`src/core/phy_mgmt_cfg.svh`:
```
// offsets, field positions, reset values and timing counts of the phy
// management block; included by the design files that need them
`ifndef PHY_MGMT_CFG_SVH
`define PHY_MGMT_CFG_SVH

`define OFS_SYSTEM_CONFIG_ONE 8'h00
`define OFS_PHY_CONTROL_ONE 8'h01
`define OFS_PHY_MODE_CONTROL 8'h02
`define OFS_PHY_LINK_STATUS 8'h03
`define OFS_PHY_LOCK_KEY 8'h04
`define OFS_MGMT_REG_ADDRESS 8'h05
`define OFS_MGMT_WRITE_LOW 8'h06
`define OFS_MGMT_WRITE_HIGH 8'h07
`define OFS_MGMT_READ_LOW 8'h08
`define OFS_MGMT_READ_HIGH 8'h09
`define OFS_MGMT_ACCESS_COMMAND 8'h0a
`define OFS_MGMT_CLOCK_DIVIDER 8'h0b
`define OFS_CLOCK_STATUS 8'h0c

`define BIT_SLOW_CLOCK_SELECT 0
`define BIT_PHY_RUN 7
`define BIT_PHY_POWER_DOWN 5
`define BIT_FORCED_MODE 2
`define BIT_CLOCK_FAST 0
`define BIT_CLOCK_STABLE 1

`define RST_PHY_CONTROL_ONE 8'h80
`define RST_PHY_MODE_CONTROL 3'h0
`define RST_MGMT_CLOCK_DIVIDER 8'h01

`define LOCK_KEY 8'h53
`define CMD_WRITE 8'h01
`define CMD_READ 8'h02
`define CMD_IDLE 8'h00

`define CLK_MHZ 25
`define T_SETTLE_NS 300
`define T_PHY_RESET_NS 350
`define SETTLE_CYC ((`T_SETTLE_NS * `CLK_MHZ + 999) / 1000)
`define PHY_RESET_CYC ((`T_PHY_RESET_NS * `CLK_MHZ + 999) / 1000)

`endif

```
`src/core/phy_mgmt_pkg.sv`:
```
// types shared by the phy management block
// assumes nothing beyond a SystemVerilog compiler
package phy_mgmt_pkg;
    typedef enum logic {MDIO_OP_WRITE, MDIO_OP_READ} mdio_op_t;
    typedef enum {ENG_IDLE, ENG_RUN} eng_state_t;
endpackage

```
`src/core/mdio_req_if.sv`:
```
// request and answer between the register block and the mdio engine
// assumes both ends run on the same system clock
interface mdio_req_if;
    logic start;
    phy_mgmt_pkg::mdio_op_t op;
    logic [4:0] phy_addr;
    logic [4:0] reg_addr;
    logic [15:0] wdata;
    logic [7:0] divider;
    logic busy;
    logic done;
    logic [15:0] rdata;
    modport ctrl (output start, op, phy_addr, reg_addr, wdata, divider,
                  input busy, done, rdata);
    modport eng (input start, op, phy_addr, reg_addr, wdata, divider,
                 output busy, done, rdata);
endinterface

```
`src/core/mdio_engine.sv`:
```
// clause 22 management frame engine: preamble, start, op, addresses,
// turnaround, 16 data bits; mdc derived from the system clock
// assumes one request at a time, started only while busy is low
module mdio_engine #(
    parameter int PRE_BITS = 32
) (
    input wire logic mclk_i,
    input wire logic nrst_i,
    mdio_req_if.eng req,
    input wire logic mdio_i,
    output logic mdc_o,
    output logic mdio_o,
    output logic mdio_oe_n_o
);
    localparam int FRAME = PRE_BITS + 32;
    localparam int RD_REL = PRE_BITS + 14;
    localparam int RD_DATA = FRAME - 16;

    if (PRE_BITS < 1 || PRE_BITS > 32)
    begin : g_check
        $error("preamble length out of range");
    end

    phy_mgmt_pkg::eng_state_t state;
    logic [7:0] tick_cnt;
    logic [6:0] bit_cnt;
    logic [FRAME-1:0] shreg;
    logic is_read;
    logic tick;

    // half period of mdc is divider+1 system clocks
    assign tick = (tick_cnt >= req.divider);
    assign req.busy = (state == phy_mgmt_pkg::ENG_RUN);

    always_ff @(posedge mclk_i or negedge nrst_i)
    begin
        if (!nrst_i)
            tick_cnt <= 8'h00;
        else if (state == phy_mgmt_pkg::ENG_IDLE || tick)
            tick_cnt <= 8'h00;
        else
            tick_cnt <= tick_cnt + 8'h01;
    end

    always_ff @(posedge mclk_i or negedge nrst_i)
    begin
        if (!nrst_i)
        begin
            state <= phy_mgmt_pkg::ENG_IDLE;
            bit_cnt <= 7'h00;
            shreg <= '0;
            is_read <= 1'b0;
            mdc_o <= 1'b0;
            mdio_o <= 1'b1;
            mdio_oe_n_o <= 1'b1;
            req.done <= 1'b0;
        end
        else
        begin
            req.done <= 1'b0;
            unique case (state)
                phy_mgmt_pkg::ENG_IDLE:
                begin
                    if (req.start)
                    begin
                        is_read <= (req.op == phy_mgmt_pkg::MDIO_OP_READ);
                        shreg <= {{PRE_BITS{1'b1}}, 2'b01,
                                  (req.op == phy_mgmt_pkg::MDIO_OP_READ)
                                  ? 2'b10 : 2'b01,
                                  req.phy_addr, req.reg_addr, 2'b10,
                                  req.wdata};
                        bit_cnt <= 7'h00;
                        mdio_o <= 1'b1;
                        mdio_oe_n_o <= 1'b0;
                        state <= phy_mgmt_pkg::ENG_RUN;
                    end
                end
                phy_mgmt_pkg::ENG_RUN:
                begin
                    if (tick && !mdc_o)
                        mdc_o <= 1'b1;
                    else if (tick)
                    begin
                        // bits change on the falling edge, so the phy
                        // sees half a period of setup before rising
                        mdc_o <= 1'b0;
                        if (int'(bit_cnt) == FRAME - 1)
                        begin
                            state <= phy_mgmt_pkg::ENG_IDLE;
                            mdio_oe_n_o <= 1'b1;
                            mdio_o <= 1'b1;
                            req.done <= 1'b1;
                        end
                        else
                        begin
                            bit_cnt <= bit_cnt + 7'h01;
                            shreg <= {shreg[FRAME-2:0], 1'b0};
                            mdio_o <= shreg[FRAME-2];
                            mdio_oe_n_o <= is_read &&
                                (int'(bit_cnt) + 1 >= RD_REL);
                        end
                    end
                end
            endcase
        end
    end

    // read data sampled on the rising mdc edge
    always_ff @(posedge mclk_i or negedge nrst_i)
    begin
        if (!nrst_i)
            req.rdata <= 16'h0000;
        else if (state == phy_mgmt_pkg::ENG_RUN && tick && !mdc_o
                 && is_read && int'(bit_cnt) >= RD_DATA)
            req.rdata <= {req.rdata[14:0], mdio_i};
    end
endmodule

```
`src/core/phy_mgmt.sv`:
```
// phy management and clock select: lock-guarded phy control, clock
// select, phy reset sequencing and a register-driven mdio controller
// assumes a single-master register port and a 25 MHz system clock
//
// Functional notes
// - core clock fast only when select 0, phy running, not powered down
// - clock needs a settle interval after a switch; status shows it
// - speed and duplex mode take effect only after a phy hardware reset
// - link status shows operating mode in 5:3 while the link is up (000 otherwise) and link state in 2:0
// - mode control writes accepted only while the lock is open
// - key 0x53 unlocks both control registers; any other value locks
// - mode codes: 000 auto, 100/101 100M full/half, 110/111 10M
// - without partner auto-negotiation the phy uses parallel detection
// - auto crossover only when the forced mode bit is zero
// - power-down set enters power-down and drops to 25 MHz
// - power-down cleared restores normal mode and the clock select
// - write data is high byte from write high, low from write low
// - command 0x01 writes the phy register, then clears to zero
// - command 0x02 reads the phy register, then clears to zero
// - read data: high byte in read high, low byte in read low
`include "phy_mgmt_cfg.svh"
module phy_mgmt #(
    parameter logic [4:0] PHY_ADDR = 5'h00,
    parameter int PRE_BITS = 32
) (
    input wire logic mclk_i,
    input wire logic nrst_i,
    input wire logic [7:0] addr_i,
    input wire logic [7:0] wdata_i,
    input wire logic wr_i,
    input wire logic rd_i,
    output logic [7:0] rdata_o,
    input wire logic link_up_i,
    input wire logic [2:0] link_mode_i,
    input wire logic [2:0] link_state_i,
    output logic core_clock_fast_o,
    output logic clock_stable_o,
    output logic phy_power_down_o,
    output logic phy_reset_n_o,
    output logic [2:0] phy_mode_o,
    output logic auto_mdix_o,
    output logic parallel_detect_o,
    output logic mdc_o,
    output logic mdio_o,
    output logic mdio_oe_n_o,
    input wire logic mdio_i
);
    localparam int SETTLE_CYC = `SETTLE_CYC;
    localparam int PHY_RESET_CYC = `PHY_RESET_CYC;
    localparam logic [7:0] RST_CTRL = `RST_PHY_CONTROL_ONE;

    if (SETTLE_CYC < 1 || SETTLE_CYC > 255 ||
        PHY_RESET_CYC < 1 || PHY_RESET_CYC > 255)
    begin : g_check
        $error("timing count does not fit its counter");
    end

    function automatic logic hit(input logic [7:0] ofs);
        hit = (addr_i == ofs);
    endfunction

    mdio_req_if mreq ();

    logic slow_clock_select;
    logic phy_run;
    logic phy_power_down;
    logic [2:0] phy_mode_control;
    logic unlocked;
    logic [4:0] mgmt_reg_address;
    logic [7:0] mgmt_write_low;
    logic [7:0] mgmt_write_high;
    logic [7:0] mgmt_read_low;
    logic [7:0] mgmt_read_high;
    logic [7:0] mgmt_access_command;
    logic [7:0] mgmt_clock_divider;
    logic [7:0] settle_cnt;
    logic [7:0] reset_cnt;
    logic phy_in_reset;
    logic next_fast;
    logic [2:0] phy_mode_eff;
    logic ctrl_wr;
    logic cmd_wr;
    logic [7:0] next_rdata;

    // both control registers share the one lock
    assign ctrl_wr = wr_i && unlocked;
    assign cmd_wr = wr_i && hit(`OFS_MGMT_ACCESS_COMMAND);

    // lock key: only the exact key opens, anything else closes
    always_ff @(posedge mclk_i or negedge nrst_i)
    begin
        if (!nrst_i)
            unlocked <= 1'b0;
        else if (wr_i && hit(`OFS_PHY_LOCK_KEY))
            unlocked <= (wdata_i == `LOCK_KEY);
    end

    // clock select is not behind the lock
    always_ff @(posedge mclk_i or negedge nrst_i)
    begin
        if (!nrst_i)
            slow_clock_select <= 1'b0;
        else if (wr_i && hit(`OFS_SYSTEM_CONFIG_ONE))
            slow_clock_select <= wdata_i[`BIT_SLOW_CLOCK_SELECT];
    end

    always_ff @(posedge mclk_i or negedge nrst_i)
    begin
        if (!nrst_i)
        begin
            phy_run <= RST_CTRL[`BIT_PHY_RUN];
            phy_power_down <= RST_CTRL[`BIT_PHY_POWER_DOWN];
        end
        else if (ctrl_wr && hit(`OFS_PHY_CONTROL_ONE))
        begin
            phy_run <= wdata_i[`BIT_PHY_RUN];
            phy_power_down <= wdata_i[`BIT_PHY_POWER_DOWN];
        end
    end

    always_ff @(posedge mclk_i or negedge nrst_i)
    begin
        if (!nrst_i)
            phy_mode_control <= `RST_PHY_MODE_CONTROL;
        else if (ctrl_wr && hit(`OFS_PHY_MODE_CONTROL))
            phy_mode_control <= wdata_i[2:0];
    end

    // run bit written as one gives a timed reset pulse
    always_ff @(posedge mclk_i or negedge nrst_i)
    begin
        if (!nrst_i)
            reset_cnt <= 8'h00;
        else if (ctrl_wr && hit(`OFS_PHY_CONTROL_ONE)
                 && wdata_i[`BIT_PHY_RUN])
            reset_cnt <= 8'(PHY_RESET_CYC);
        else if (reset_cnt != 8'h00)
            reset_cnt <= reset_cnt - 8'h01;
    end

    assign phy_in_reset = !phy_run || (reset_cnt != 8'h00);

    // mode latches only while the phy sits in reset
    always_ff @(posedge mclk_i or negedge nrst_i)
    begin
        if (!nrst_i)
            phy_mode_eff <= `RST_PHY_MODE_CONTROL;
        else if (phy_in_reset)
            phy_mode_eff <= phy_mode_control;
    end

    always_ff @(posedge mclk_i or negedge nrst_i)
    begin
        if (!nrst_i)
        begin
            phy_reset_n_o <= 1'b1;
            phy_power_down_o <= 1'b0;
            phy_mode_o <= `RST_PHY_MODE_CONTROL;
            auto_mdix_o <= 1'b1;
            parallel_detect_o <= 1'b1;
        end
        else
        begin
            phy_reset_n_o <= !phy_in_reset;
            phy_power_down_o <= phy_power_down;
            phy_mode_o <= phy_mode_eff;
            auto_mdix_o <= !phy_mode_eff[`BIT_FORCED_MODE];
            // parallel detection rides along with auto-negotiation
            parallel_detect_o <= !phy_mode_eff[`BIT_FORCED_MODE];
        end
    end

    // fast clock needs all three conditions; power-down forces slow
    assign next_fast = !slow_clock_select && phy_run
                       && !phy_power_down;

    always_ff @(posedge mclk_i or negedge nrst_i)
    begin
        if (!nrst_i)
            core_clock_fast_o <= 1'b1;
        else
            core_clock_fast_o <= next_fast;
    end

    // any switch restarts the settle count; stable only at zero
    always_ff @(posedge mclk_i or negedge nrst_i)
    begin
        if (!nrst_i)
            settle_cnt <= 8'h00;
        else if (next_fast != core_clock_fast_o)
            settle_cnt <= 8'(SETTLE_CYC);
        else if (settle_cnt != 8'h00)
            settle_cnt <= settle_cnt - 8'h01;
    end

    assign clock_stable_o = (settle_cnt == 8'h00)
                            && (next_fast == core_clock_fast_o);

    // the engine latches address and write data at frame start; it reads the divider live
    always_ff @(posedge mclk_i or negedge nrst_i)
    begin
        if (!nrst_i)
            mgmt_reg_address <= 5'h00;
        else if (wr_i && hit(`OFS_MGMT_REG_ADDRESS))
            mgmt_reg_address <= wdata_i[4:0];
    end

    always_ff @(posedge mclk_i or negedge nrst_i)
    begin
        if (!nrst_i)
        begin
            mgmt_write_low <= 8'h00;
            mgmt_write_high <= 8'h00;
        end
        else if (wr_i && hit(`OFS_MGMT_WRITE_LOW))
            mgmt_write_low <= wdata_i;
        else if (wr_i && hit(`OFS_MGMT_WRITE_HIGH))
            mgmt_write_high <= wdata_i;
    end

    always_ff @(posedge mclk_i or negedge nrst_i)
    begin
        if (!nrst_i)
            mgmt_clock_divider <= `RST_MGMT_CLOCK_DIVIDER;
        else if (wr_i && hit(`OFS_MGMT_CLOCK_DIVIDER))
            mgmt_clock_divider <= wdata_i;
    end

    // only 0x01/0x02 taken, only while idle; done clears it
    always_ff @(posedge mclk_i or negedge nrst_i)
    begin
        if (!nrst_i)
            mgmt_access_command <= `CMD_IDLE;
        else if (cmd_wr && mgmt_access_command == `CMD_IDLE
                 && (wdata_i == `CMD_WRITE || wdata_i == `CMD_READ))
            mgmt_access_command <= wdata_i;
        else if (mreq.done)
            mgmt_access_command <= `CMD_IDLE;
    end

    always_ff @(posedge mclk_i or negedge nrst_i)
    begin
        if (!nrst_i)
            mreq.start <= 1'b0;
        else
            mreq.start <= cmd_wr && !mreq.busy
                          && mgmt_access_command == `CMD_IDLE
                          && (wdata_i == `CMD_WRITE
                              || wdata_i == `CMD_READ);
    end

    assign mreq.op = (mgmt_access_command == `CMD_READ)
                     ? phy_mgmt_pkg::MDIO_OP_READ
                     : phy_mgmt_pkg::MDIO_OP_WRITE;
    assign mreq.phy_addr = PHY_ADDR;
    assign mreq.reg_addr = mgmt_reg_address;
    assign mreq.wdata = {mgmt_write_high, mgmt_write_low};
    assign mreq.divider = mgmt_clock_divider;

    always_ff @(posedge mclk_i or negedge nrst_i)
    begin
        if (!nrst_i)
        begin
            mgmt_read_low <= 8'h00;
            mgmt_read_high <= 8'h00;
        end
        else if (mreq.done && mgmt_access_command == `CMD_READ)
        begin
            mgmt_read_high <= mreq.rdata[15:8];
            mgmt_read_low <= mreq.rdata[7:0];
        end
    end

    mdio_engine #(
        .PRE_BITS(PRE_BITS)
    ) u_engine (
        .mclk_i(mclk_i),
        .nrst_i(nrst_i),
        .req(mreq.eng),
        .mdio_i(mdio_i),
        .mdc_o(mdc_o),
        .mdio_o(mdio_o),
        .mdio_oe_n_o(mdio_oe_n_o)
    );

    // read mux; unmapped offsets read as zero
    always_comb
    begin
        next_rdata = 8'h00;
        unique case (1'b1)
            hit(`OFS_SYSTEM_CONFIG_ONE):
                next_rdata[`BIT_SLOW_CLOCK_SELECT] = slow_clock_select;
            hit(`OFS_PHY_CONTROL_ONE):
            begin
                next_rdata[`BIT_PHY_RUN] = phy_run;
                next_rdata[`BIT_PHY_POWER_DOWN] = phy_power_down;
            end
            hit(`OFS_PHY_MODE_CONTROL):
                next_rdata[2:0] = phy_mode_control;
            hit(`OFS_PHY_LINK_STATUS):
            begin
                // mode is only meaningful once the link is up
                next_rdata[5:3] = link_up_i ? link_mode_i : 3'h0;
                next_rdata[2:0] = link_state_i;
            end
            hit(`OFS_PHY_LOCK_KEY):
                next_rdata[0] = unlocked;
            hit(`OFS_MGMT_REG_ADDRESS):
                next_rdata[4:0] = mgmt_reg_address;
            hit(`OFS_MGMT_WRITE_LOW):
                next_rdata = mgmt_write_low;
            hit(`OFS_MGMT_WRITE_HIGH):
                next_rdata = mgmt_write_high;
            hit(`OFS_MGMT_READ_LOW):
                next_rdata = mgmt_read_low;
            hit(`OFS_MGMT_READ_HIGH):
                next_rdata = mgmt_read_high;
            hit(`OFS_MGMT_ACCESS_COMMAND):
                next_rdata = mgmt_access_command;
            hit(`OFS_MGMT_CLOCK_DIVIDER):
                next_rdata = mgmt_clock_divider;
            hit(`OFS_CLOCK_STATUS):
            begin
                next_rdata[`BIT_CLOCK_FAST] = core_clock_fast_o;
                next_rdata[`BIT_CLOCK_STABLE] = clock_stable_o;
            end
            default:
                next_rdata = 8'h00;
        endcase
    end

    // data stands only in the cycle after the read strobe
    always_ff @(posedge mclk_i or negedge nrst_i)
    begin
        if (!nrst_i)
            rdata_o <= 8'h00;
        else if (rd_i)
            rdata_o <= next_rdata;
        else
            rdata_o <= 8'h00;
    end
endmodule

```
`config.mk`:
```
export PLATFORM = sky130hd
export DESIGN_NAME = phy_mgmt
export DESIGN_NICKNAME = d
export VERILOG_FILES = /design/src/core/phy_mgmt_pkg.sv /design/src/core/mdio_req_if.sv /design/src/core/mdio_engine.sv /design/src/core/phy_mgmt.sv
export VERILOG_INCLUDE_DIRS = /design/src /design/src/core
export SDC_FILE = /design/constraint.sdc
export NUM_CORES = 1
export LEC_CHECK = 0
export ABC_CLOCK_PERIOD_IN_PS = 2350
export BUFFER_PORTS_ARGS = -buffer_cell sky130_fd_sc_hd__buf_2
export CORE_MARGIN = 3
export CORE_UTILIZATION = 55
export CTS_CLUSTER_DIAMETER = 30
export DETAILED_ROUTE_END_ITERATION = 8
export GPL_TIMING_DRIVEN = 1
export HOLD_SLACK_MARGIN = 0.1
export MAX_ROUTING_LAYER = met4
export PLACE_DENSITY = 0.76
export SLEW_MARGIN = 20
export SYNTH_ARGS = -nofsm -noshare
export SYNTH_HDL_FRONTEND = slang
export SYNTH_SLANG_ARGS = --single-unit
```
`constraint.sdc`:
```
create_clock -name mclk_i -period 2.35 [get_ports mclk_i]
set_input_delay 0.235 -clock mclk_i [delete_from_list [all_inputs] [get_ports mclk_i]]
set_output_delay 0.235 -clock mclk_i [all_outputs]
set_load 0.005 [all_outputs]
```
==> qor.yml, run 1 <==
min_path_type: "primary input to register"
rsz0062_at_grt: "true"
ir_worst_vdd_v: 0.000554
worstPathArrival_ns: 2.64
fillers: 1255
power_density_mw_per_mm2: 655
fin_area_mm2: 0.0105
die_area_mm2: 0.0183
wire_per_inst_um: 20.2
crit_chain: "ha_1 -> nand2b_1 -> a2111oi_4 -> o31a_1 -> buf_4 -> nor4b_1 -> a211oi_1"
outcome: "finished clean"
dieWidth_um: 135
areaGrowthSynthToFinish_pct: 13.8
critPathCaptureType: "register"
rows: 46
place_area_mm2: 0.00982
viasPerCell: 6.15
setup_viol: 0
critPathKind: "register to register"
cp_max_fo: 10
cts_tree: "yes"
hold_viol: 0
gp_congestion: 0.955
grt_max_degree: 63
cts_made_buffers: 17
route.detailed.drc: 0
finalSetupTns_ns: 0
ant_nets: 0
synthArstFlopShare_pct: 100
maxCapViolations: 0
yosys_warnings: 0
dr.first_iter.drc_count: 610
clock_latency_ns: 0.45
first_global_vias: 6721
netlist_area_mm2: 0.00920
worstMarginPinSlew_ns: 0.503
start_util_pct: 57.1
synth_nets: 844
synth_seq_cells: 195
required_ns: 2.70
final_nets: 901
vias: 6686
ctsHtreeMaxLevel: 4
die_h_um: 135
antennaDiodeCount: 0
cts.reportedPaths.clkPinSlew_ns: 0.07
antenna_found_initial: 0
globalRoute.totalOverflow: 0
power.leakage_uw: 0.00494
drt-total-wl_mm: 22.0
cts_max_path_buffers: 2
path_delay_family: "compound AO/OA/AOI/OAI gates"
crit_path_start_kind: "register"
power_uw: 6860
drive_gt1_share_pct: 25.1
fin_hold_ws_ns: 0.129
hpwl_mm: 15.5
skew_ns: 0.0158
fp.coreArea_mm2: 0.0161
finalMaxSlewViolations: 0
synth_top_flop_cell: "dfrtp_1"
final.period_utilization_pct: 97.4
ys_seq_area_share_pct: 53.1
boundaryPins: 48
crit_path_top_delay_cell: "dfstp_2"
grt_usage_pct: 25.8
dr.pass1.iters: 6
synth.avg_cell_area_um2: 11.5
io_buffers: 47
synth_cell_type_count: 69
slew_headroom_pct: 66.1
max_stage_delay_ns: 0.54
fmax_mhz: 437
synth_edf_count: 0
netlist_instances: 801
cts.sinks: 195
crit_buf_inv: 1
cts_root_buf: "clkbuf_16"
grt_pass1_wl_mm: 36.0
post-route-min-period_ns: 2.29
-- what timing repair did --
action	in CTS	in global routing
hold buffers	4	2
hold endpoints to repair	53	2
buffers inserted	0	2
pin swaps	1	1
setup endpoints to repair	2	47
gates resized for setup	1	3
-- path summary, 6_finish.rpt --
path / start / to / slack, ns / depth (start not counted)
worst max-delay path: mgmt_clock_divider[0]$_DFFE_PN1P_ / u_engine.shreg[19]$_DFFE_PN0P_ / 0.06 / 7
worst min-delay path: wdata_i[7] / mgmt_write_low[7]$_DFFE_PN0P_ / 0.13 / 2
worst max register to register: mgmt_clock_divider[0]$_DFFE_PN1P_ / u_engine.shreg[19]$_DFFE_PN0P_ / 0.06 / 7
worst min register to register: phy_mode_eff[1]$_DFFE_PN0N_ / phy_mode_o[1]$_DFF_PN0_ / 0.38 / 0
max in group asynchronous: nrst_i / phy_reset_n_o$_DFF_PN1_ / 1.29 / 3
min in group asynchronous: nrst_i / phy_mode_eff[0]$_DFFE_PN0N_ / 0.29 / 2
-- placed cells by master, fill, tap and decap left out, drive strengths merged, types with 15 or more instances in the layout --
cell,Yosys,layout
dfrtp,188,188
buf,17,85
mux2,71,71
nor2,44,44
nand2,36,36
inv,25,34
o22a,33,33
nand3,27,27
nor2b,25,25
o22ai,23,23
and3,22,22
clkbuf,37,18
a211oi,18,18
nand4,16,16
ha,15,15
nor3b,15,15
nor3,15,15
-- per-layer routing --
layer	track usage, %	vias up	routed length (um)
met4	6.22	0	261
met1	35.7	3436	10000
li1	-	3057	-
met5	-	-	0
met3	6.61	19	1280
met2	38.8	174	10500
-- sequential cells by signal, indices dropped and copies added (netlist names), 8 cells and up --
name / flops
mgmt_read_high: 8
mgmt_clock_divider: 8
u_engine.req.rdata: 16
rdata_o: 8
settle_cnt: 8
mgmt_write_low: 8
reset_cnt: 8
mgmt_access_command: 8
u_engine.shreg: 63
mgmt_write_high: 8
mgmt_read_low: 8
u_engine.tick_cnt: 8
-- cell usage after synthesis (15+ instances only) --
master	number	share of area (%)
and3_1	22	1.5
clkbuf_1	37	1.5
dfrtp_1	188	51
ha_1	15	2.0
inv_1	25	1.0
mux2_2	67	8.2
nand2_1	36	1.5
nand3_1	27	1.5
nand4_1	15	1.0
nor2_1	42	1.7
nor2b_1	25	1.7
nor3b_1	15	1.2
o22a_1	33	3.1
o22ai_1	23	1.6
-- final cells by class --
type / count / area (um^2) / share of cell area, %
Tap cell: 216 / 270 / 2.58
Clock buffer: 17 / 425 / 4.06
Multi-Input combinational cell: 527 / 4000 / 38.2
Timing Repair Buffer: 92 / 659 / 6.30
Clock inverter: 15 / 138 / 1.31
Sequential cell: 195 / 4890 / 46.7
Inverter: 25 / 93.8 / 0.896
-- stage by stage --
stage                     cells  setup slack, ns  util [%]
after floorplan             801           0.0545         -
final                      1087           0.0614      65.0
after detailed placement   1047         0.000739      60.9
after global placement     1047           0.0951      60.9
after CTS                  1083           0.0234      64.7
after global routing       1087         -0.00749      65.0
-- cell families (layout without fill, tap and decap cells) --
group,count (synthesis),count (layout),synth area share [%]
simple gates,243,243,14.8
flops,195,195,53.1
xor+xnor,18,18,1.71
compound gates,167,167,14.5
mux,84,84,10.1
fa+ha+maj,15,15,2.04
buf+inv,79,149,3.69
-- where the power goes --
part           internal [uW]  total, uW  switching (uW)
Combinational            207        519             312
Sequential              3450       3550            94.3
Clock                   1410       2790            1390
Total                   5070       6860            1790
-- worst reg2reg max path: cells and delay by family, from the launching register on --
kind	cells	cell delay (ns)
adder cells (fa/ha/maj)	1	0.22
AO/OA/AOI/OAI	3	0.96
flip-flops	1	0.54
AND/OR/NAND/NOR	2	0.25
buffers and inverters	1	0.23
Power figures use the tool's default switching activity.
==> run 2: changes to the inputs <==
CTS_BUF_LIST = sky130_fd_sc_hd__clkbuf_4   (was unset)
RECOVER_POWER = 50   (was unset)
==> run 2 against run 1 <==
Compared with the run above:
- the flow now finishes with violations (negative setup slack)
- sequential power about the same
- sequential cell count unchanged
- die area unchanged
==> qor.yml, run 2 (synthesis gave the netlist of run 1 again) <==
dr.first_iter.drc_count: 587  # was 610
io_buffers: 47  # unchanged
layout_common_cells: "dfrtp_1 (188), mux2_2 (67), nor2_1 (43)"  # was dfrtp_1 (188), mux2_2 (67), buf_2 (46)
cts.sinks: 195  # unchanged
cp_max_fo: 14  # was 10
finalMaxSlewViolations: 0  # unchanged
drt-total-wl_mm: 22.3  # was 22.0 mm
fin_cells: 1122  # was 1,087
power.leakage_uw: 0.00493  # was 0.00494 uW
cts_root_buf: "clkbuf_4"  # was clkbuf_16
boundaryPins: 48  # unchanged
first_global_vias: 6801  # was 6,721
place_area_mm2: 0.00982  # unchanged
cts_made_buffers: 17  # unchanged
violations: "negative setup slack"
fp.coreArea_mm2: 0.0161  # unchanged
cts.reportedPaths.clkPinSlew_ns: 0.17  # was 0.07 ns
antenna_found_initial: 1  # was 0
dr.pass1.iters: 5  # was 6
grt_pass1_wl_mm: 36.2  # was 36.0 mm
regMostFlops: "u_engine.shreg"  # unchanged
crit_path_start_kind: "primary input"  # was register
area.sequential_mm2: 0.00489  # unchanged
final.period_utilization_pct: 100  # was 97.4%
min_path_type: "primary input to register"  # unchanged
reg_top3: "u_engine.shreg: 63 flops, u_engine.req.rdata: 16 flops"  # unchanged
power_density_mw_per_mm2: 557  # was 655 mW/mm^2
largest_register_ffs: 63  # unchanged
vias: 6848  # was 6,686
dieWidth_um: 135  # unchanged
hpwl_mm: 15.5  # unchanged
rows: 46  # unchanged
power_uw: 5860  # was 6860 uW
grt_max_degree: 63  # unchanged
route.detailed.drc: 0  # unchanged
viasPerCell: 6.10  # was 6.15
fmax_mhz: 424  # was 437 MHz
hold_viol: 0  # unchanged
rsz0062_at_grt: "true"  # unchanged
die_h_um: 135  # unchanged
cts_max_path_buffers: 2  # unchanged
final_core_util_pct: 65.3  # was 65.0%
die_area_mm2: 0.0183  # unchanged
r2r_cells: 9  # was 7
grt_usage_pct: 25.9  # was 25.8%
gp_congestion: 0.955  # unchanged
dp_cells: 1047  # unchanged
final_nets: 934  # was 901
required_ns: 2.90  # was 2.70 ns
fin_area_mm2: 0.0105  # about the same
areaGrowthSynthToFinish_pct: 14.4  # was 13.8%
ir_worst_vdd_v: 0.000365  # was 0.000554 V
ant_nets: 0  # unchanged
cts_tree: "yes"  # unchanged
outcome: "complete, but fails checks"  # was finished clean
critPathKind: "primary input to register"  # was register to register
clock_latency_ns: 0.61  # was 0.45 ns
final_common_cell: "dfrtp_1"  # unchanged
setup_viol: 1  # was 0
globalRoute.totalOverflow: 0  # unchanged
post-route-min-period_ns: 2.36  # was 2.29 ns
multi_input_area_mm2: 0.00402  # was 0.00400 mm^2
skew_ns: 0.0199  # was 0.0158 ns
fin_ws_ns: -0.0112  # was 0.0614 ns
drive_gt1_share_pct: 24.7  # was 25.1%
start_util_pct: 57.1  # unchanged
fillers: 1252  # was 1,255
worstMarginPinSlew_ns: 1.29  # was 0.503 ns
maxCapViolations: 0  # unchanged
ctsHtreeMaxLevel: 4  # unchanged
slew_headroom_pct: 14.2  # was 66.1%
critPathCaptureType: "register"  # unchanged
fin_hold_ws_ns: 0.163  # was 0.129 ns
hold_depth: 3  # was 2
worstPathArrival_ns: 2.91  # was 2.64 ns
wire_per_inst_um: 19.9  # was 20.2 um
[run 2: stage by stage]
stage | setup slack (ns) | setup TNS (ns)
3_5_place_dp | 0.000739 | 0
4_1_cts | -0.000937 | -0.000937
2_1_floorplan | 0.0545 | 0
6_report | -0.0112 | -0.0112
3_3_place_gp | 0.0951 | 0
5_1_grt | -0.0503 | -0.666
[run 2: report_power, final]
| group | total [uW] | switching (uW) | internal, uW |
|---|---|---|---|
| registers | 3530 | 76.9 | 3460 |
| logic | 606 | 347 | 260 |
| clock network | 1720 | 1250 | 469 |
[run 2: critical path, cell delays in order]
cell and delay (ns):
clkbuf_1 0.61, and3_2 0.47, nand4b_1 0.14, a21o_1 0.19, dlygate4sd3_1 0.56, a31oi_1 0.13, dlygate4sd3_1 0.57
[run 2: cell type report]
cell class,instances,area share (%)
tap,216,2.57
timing repair buffer,125,9.28
inverter,25,0.892
clock inverter,15,1.31
multi-input combinational,527,38.2
clock buffer,17,1.21
sequential,195,46.5
antenna,2,0.0476
[run 2: worst paths after layout]
| kind | from | end | slack, ns |
|---|---|---|---|
| max | addr_i[0] | rdata_o[3]$_DFF_PN0_ | -0.01 |
| min reg2reg | phy_mode_eff[1]$_DFFE_PN0N_ | phy_mode_o[1]$_DFF_PN0_ | 0.39 |
| max in group asynchronous | nrst_i | phy_reset_n_o$_DFF_PN1_ | 0.23 |
| max reg2reg | mgmt_clock_divider[6]$_DFFE_PN0P_ | u_engine.shreg[49]$_DFFE_PN0P_ | 0.08 |
| min in group asynchronous | nrst_i | reset_cnt[7]$_DFFE_PN0P_ | 0.95 |
| min | addr_i[2] | rdata_o[5]$_DFF_PN0_ | 0.16 |
[run 2: metal layers]
metal  track usage [%]  wire length [um]  vias up
li1                  -                 -     3146
met1              35.7             10100     3471
met2              38.8             10500      193
met3              6.32              1290       38
met4              7.00               369        0
met5                 -                 0        -
[run 2: repair_timing]
item / CTS / global route
setup buffers: 7 / 4
gates resized for setup: 3 / 7
hold buffers: 25 / 1
hold endpoints to repair: 238 / 11
cloned: 0 / 4
pin swaps: 6 / 36
endpoints found under the setup margin: 2 / 50
==> run 3: changes to the inputs <==
SETUP_SLACK_MARGIN = 0.1   (was unset)
SYNTH_HIERARCHICAL = 1   (was unset)
==> run 3 against run 2 <==
Compared with the run above:
- the flow now finishes without violations
- critical path depth did not move
- synthesized area down 1.2%
- wire length rose by 2.8%
- count of clock-buffer cells in the layout did not move
- first-iteration DRC count increased by 2.2%
- combinational power is 18% higher
- sequential cell count unchanged
- critical endpoint is now u_engine/req.rdata[6]$_DFFE_PN0P_
==> qor.yml, run 3 <==
outcome: "finished clean"  # was complete, but fails checks
synth_top_flop_cell: "dfrtp_1"  # unchanged
skew_ns: 0.0282  # was 0.0199 ns
crit_chain: "inv_1 -> ha_1 -> and2_4 -> o2111ai_4 -> o21a_4 -> or4_4 -> mux2_4"  # was clkbuf_1 -> and3_2 -> nand4b_1 -> a21o_1 -> dlygate4sd3_1 -> a31oi_1 -> dlygate4sd3_1
min-delay-start: "addr_i[1]"  # was addr_i[2]
power.share.combinational_pct: 11.4  # was 10.3%
drive_gt1_share_pct: 23.8  # was 24.7%
reg_top3: "u_engine/shreg: 63 flops, u_engine/req.rdata: 16 flops"  # was u_engine.shreg: 63 flops, u_engine.req.rdata: 16 flops
ant_nets: 0  # unchanged
hpwl_mm: 14.9  # was 15.5 mm
min_path_type: "primary input to register"  # unchanged
cts_root_buf: "clkbuf_4"  # unchanged
seq_power_share_pct: 56.2  # was 60.3%
yosys_warnings: 6  # was 0
final_common_cell: "dfrtp_1"  # unchanged
yosysTopAreaCell: "dfrtp_1"  # unchanged
grt_pass1_wl_mm: 35.2  # was 36.2 mm
dieWidth_um: 135  # about the same
grt_max_degree: 60  # was 63
fp.coreArea_mm2: 0.0160  # was 0.0161 mm^2
synth.avg_cell_area_um2: 11.7  # was 11.5 um^2
final_nets: 933  # was 934
ys_seq_area_share_pct: 53.8  # was 53.1%
cts.sinks: 195  # unchanged
antenna_found_initial: 0  # was 1
rows: 46  # unchanged
place_area_mm2: 0.00975  # was 0.00982 mm^2
finalMaxSlewViolations: 0  # unchanged
cts_tree: "yes"  # unchanged
rrSetupSlack_ns: 0.02  # was 0.08 ns
cts_max_path_buffers: 2  # unchanged
clock_latency_ns: 0.59  # was 0.61 ns
setup_viol: 0  # was 1
boundaryPins: 48  # unchanged
start_util_pct: 56.8  # was 57.1%
synth.area.top_cells: "dfrtp_1 (52%), mux2_1 (6.3%), mux2i_1 (4.4%), a21oi_1 (3.5%), o22a_1 (3.3%)"  # was dfrtp_1 (51%), mux2_2 (8.2%), o22a_1 (3.1%), ha_1 (2.0%), dfstp_2 (2.0%)
io_buffers: 47  # unchanged
p_sw_uw: 1710  # was 1680 uW
synth_top_area_share_pct: 51.8  # was 51.1%
critPathCaptureType: "register"  # unchanged
power_density_mw_per_mm2: 583  # was 557 mW/mm^2
max_stage_delay_ns: 0.59  # was 0.61 ns
viasPerCell: 6.10  # about the same
netlist_area_mm2: 0.00909  # was 0.00920 mm^2
synth_edf_count: 0  # unchanged
clkPwrFrac_pct: 32.4  # was 29.4%
required_ns: 2.83  # was 2.90 ns
rsz0062_at_grt: "true"  # unchanged
r2r-start: "mgmt_clock_divider[6]$_DFFE_PN0P_"  # unchanged
antennaDiodeCount: 0  # was 2
min_to: "rdata_o[6]$_DFF_PN0_"  # was rdata_o[5]$_DFF_PN0_
dr.pass1.iters: 8  # was 5
slew_headroom_pct: 4.71  # was 14.2%
finalSetupTns_ns: 0  # was -0.0112 ns
ctsHtreeMaxLevel: 4  # unchanged
layout_common_cells: "dfrtp_1 (186), a21oi_1 (61), mux2_1 (51)"  # was dfrtp_1 (188), mux2_2 (67), nor2_1 (43)
netlist_instances: 780  # was 801
die_area_mm2: 0.0181  # was 0.0183 mm^2
synth_cell_type_count: 77  # was 69
vias: 6827  # was 6,848
cp_max_fo: 8  # was 14
fmax_mhz: 429  # was 424 MHz
globalRoute.totalOverflow: 0  # unchanged
grt_usage_pct: 25.3  # was 25.9%
post-route-min-period_ns: 2.33  # was 2.36 ns
largest_register_ffs: 63  # unchanged
crit_path_top_delay_cell: "or4_4"  # was clkbuf_1
hold_viol: 0  # unchanged
path_delay_family: "simple AND/OR/NAND/NOR gates"  # was buffers and inverters
fin_area_mm2: 0.0108  # was 0.0105 mm^2
gp_congestion: 0.988  # was 0.955
sw_frac_of_total_pct: 27.2  # was 28.6%
first_global_vias: 6796  # was 6,801
worstMarginPinSlew_ns: 1.43  # was 1.29 ns
final_core_util_pct: 67.4  # was 65.3%
regMostFlops: "u_engine/shreg"  # was u_engine.shreg
areaGrowthSynthToFinish_pct: 18.6  # was 14.4%
drt-total-wl_mm: 22.9  # was 22.3 mm
dr.first_iter.drc_count: 600  # was 587
critPathKind: "register to register"  # was primary input to register
synth_seq_cells: 195  # unchanged
wire_per_inst_um: 20.5  # was 19.9 um
synthMostInstantiatedCell: "dfrtp_1"  # unchanged
r2r-end: "u_engine/req.rdata[6]$_DFFE_PN0P_"  # was u_engine.shreg[49]$_DFFE_PN0P_
die_h_um: 135  # about the same
ir_worst_vdd_v: 0.000391  # was 0.000365 V
route.detailed.drc: 0  # unchanged
netlist_top_cells_count: "dfrtp_1 (188), a21oi_1 (63), mux2_1 (51)"  # was dfrtp_1 (188), mux2_2 (67), nor2_1 (42)
worstPathArrival_ns: 2.81  # was 2.91 ns
internal-power_uw: 4580  # was 4190 uW
final.period_utilization_pct: 99.2  # was 100%
r2r_cells: 7  # was 9
cts.reportedPaths.clkPinSlew_ns: 0.16  # was 0.17 ns
power.leakage_uw: 0.00504  # was 0.00493 uW
crit_buf_inv: 1  # was 3
hold_depth: 3  # unchanged
maxCapViolations: 0  # unchanged
synthArstFlopShare_pct: 100  # unchanged
cts_made_buffers: 17  # unchanged
crit_path_start_kind: "register"  # was primary input
==> run 3: cell types whose count changed after synthesis, moves of 10 or more <==
cell,change
a21oi_1,+49
and3_1,-14
clkbuf_1,-16
mux2_1,+47
mux2_2,-55
mux2_4,+10
mux2i_1,+27
nor2b_1,-14
o22ai_1,-21
==> run 3: routing by layer <==
layer	up-vias	track usage (%)	share of wire (%)
li1	3073	-	-
met4	0	7.35	1.9
met3	48	5.22	5.9
met2	263	40.3	50
met1	3443	33.2	42
met5	-	-	0
==> run 3: what timing repair did <==
action                                  in CTS  in global routing
hold buffers                                16                  0
cloned                                       2                  9
setup buffers                               12                  7
pin swaps                                    8                 44
resized for setup                           14                 26
endpoints found under the hold margin      234                  0
endpoints found under the setup margin      83                100
==> run 3: power by group through the flow <==
stage | Sequential (uW) | Clock [uW] | Combinational [uW]
6_report | 3530 | 2040 | 715
5_1_grt | 3550 | 2210 | 784
4_1_cts | 3530 | 2080 | 689
3_5_place_dp | 3620 | 0 | 549
3_3_place_gp | 3610 | 0 | 524
2_1_floorplan | 3590 | 0 | 335
==> run 3: logic make-up after synthesis <==
logic type | count (synthesis) | synth area share (%)
other cells | 1 | 0.0413
fa+ha+maj | 15 | 2.06
compound gates | 177 | 13.1
mux | 113 | 13.9
flops | 195 | 53.8
buf+inv | 69 | 3.54
simple gates | 191 | 11.8
xor+xnor | 19 | 1.83
==> run 3: area by class of cell <==
type	instances	area, um^2
Sequential cell	195	4890
Fill cell	1223	5220
Tap cell	216	270
Clock buffer	17	128
Multi-Input combinational cell	522	4120
Inverter	23	86.3
Timing Repair Buffer	131	1070
Clock inverter	15	218
==> run 3: worst max path at each step <==
stage	from	end	cells after the start
global route	settle_cnt[1]$_DFFE_PN0P_	clock_stable_o	6
finish	mgmt_clock_divider[6]$_DFFE_PN0P_	u_engine/req.rdata[6]$_DFFE_PN0P_	7
floorplan	u_engine/tick_cnt[2]$_DFF_PN0_	u_engine/req.rdata[10]$_DFFE_PN0P_	8
detailed placement	mgmt_clock_divider[0]$_DFFE_PN1P_	u_engine/shreg[36]$_DFFE_PN0P_	7
global placement	mgmt_clock_divider[0]$_DFFE_PN1P_	u_engine/req.rdata[3]$_DFFE_PN0P_	6
CTS	settle_cnt[4]$_DFFE_PN0P_	clock_stable_o	4
==> run 3: worst min-delay path: stages <==
cell and delay, ns:
buf_2 0.19, a22oi_1 0.23, nor2_1 0.07
==> run 3: metrics by stage <==
stage | hold WS (ns) | instances | setup slack, ns | power, uW
finish | 0.174 | 1119 | 0.0184 | 6290
global route | 0.144 | 1119 | -0.127 | 6540
CTS | 0.114 | 1103 | -0.00851 | 6290
detailed placement | 0.246 | 1041 | -0.0300 | 4170
global placement | 0.231 | 1041 | 0.0708 | 4130
floorplan | -0.0606 | 784 | 0.0350 | 3920
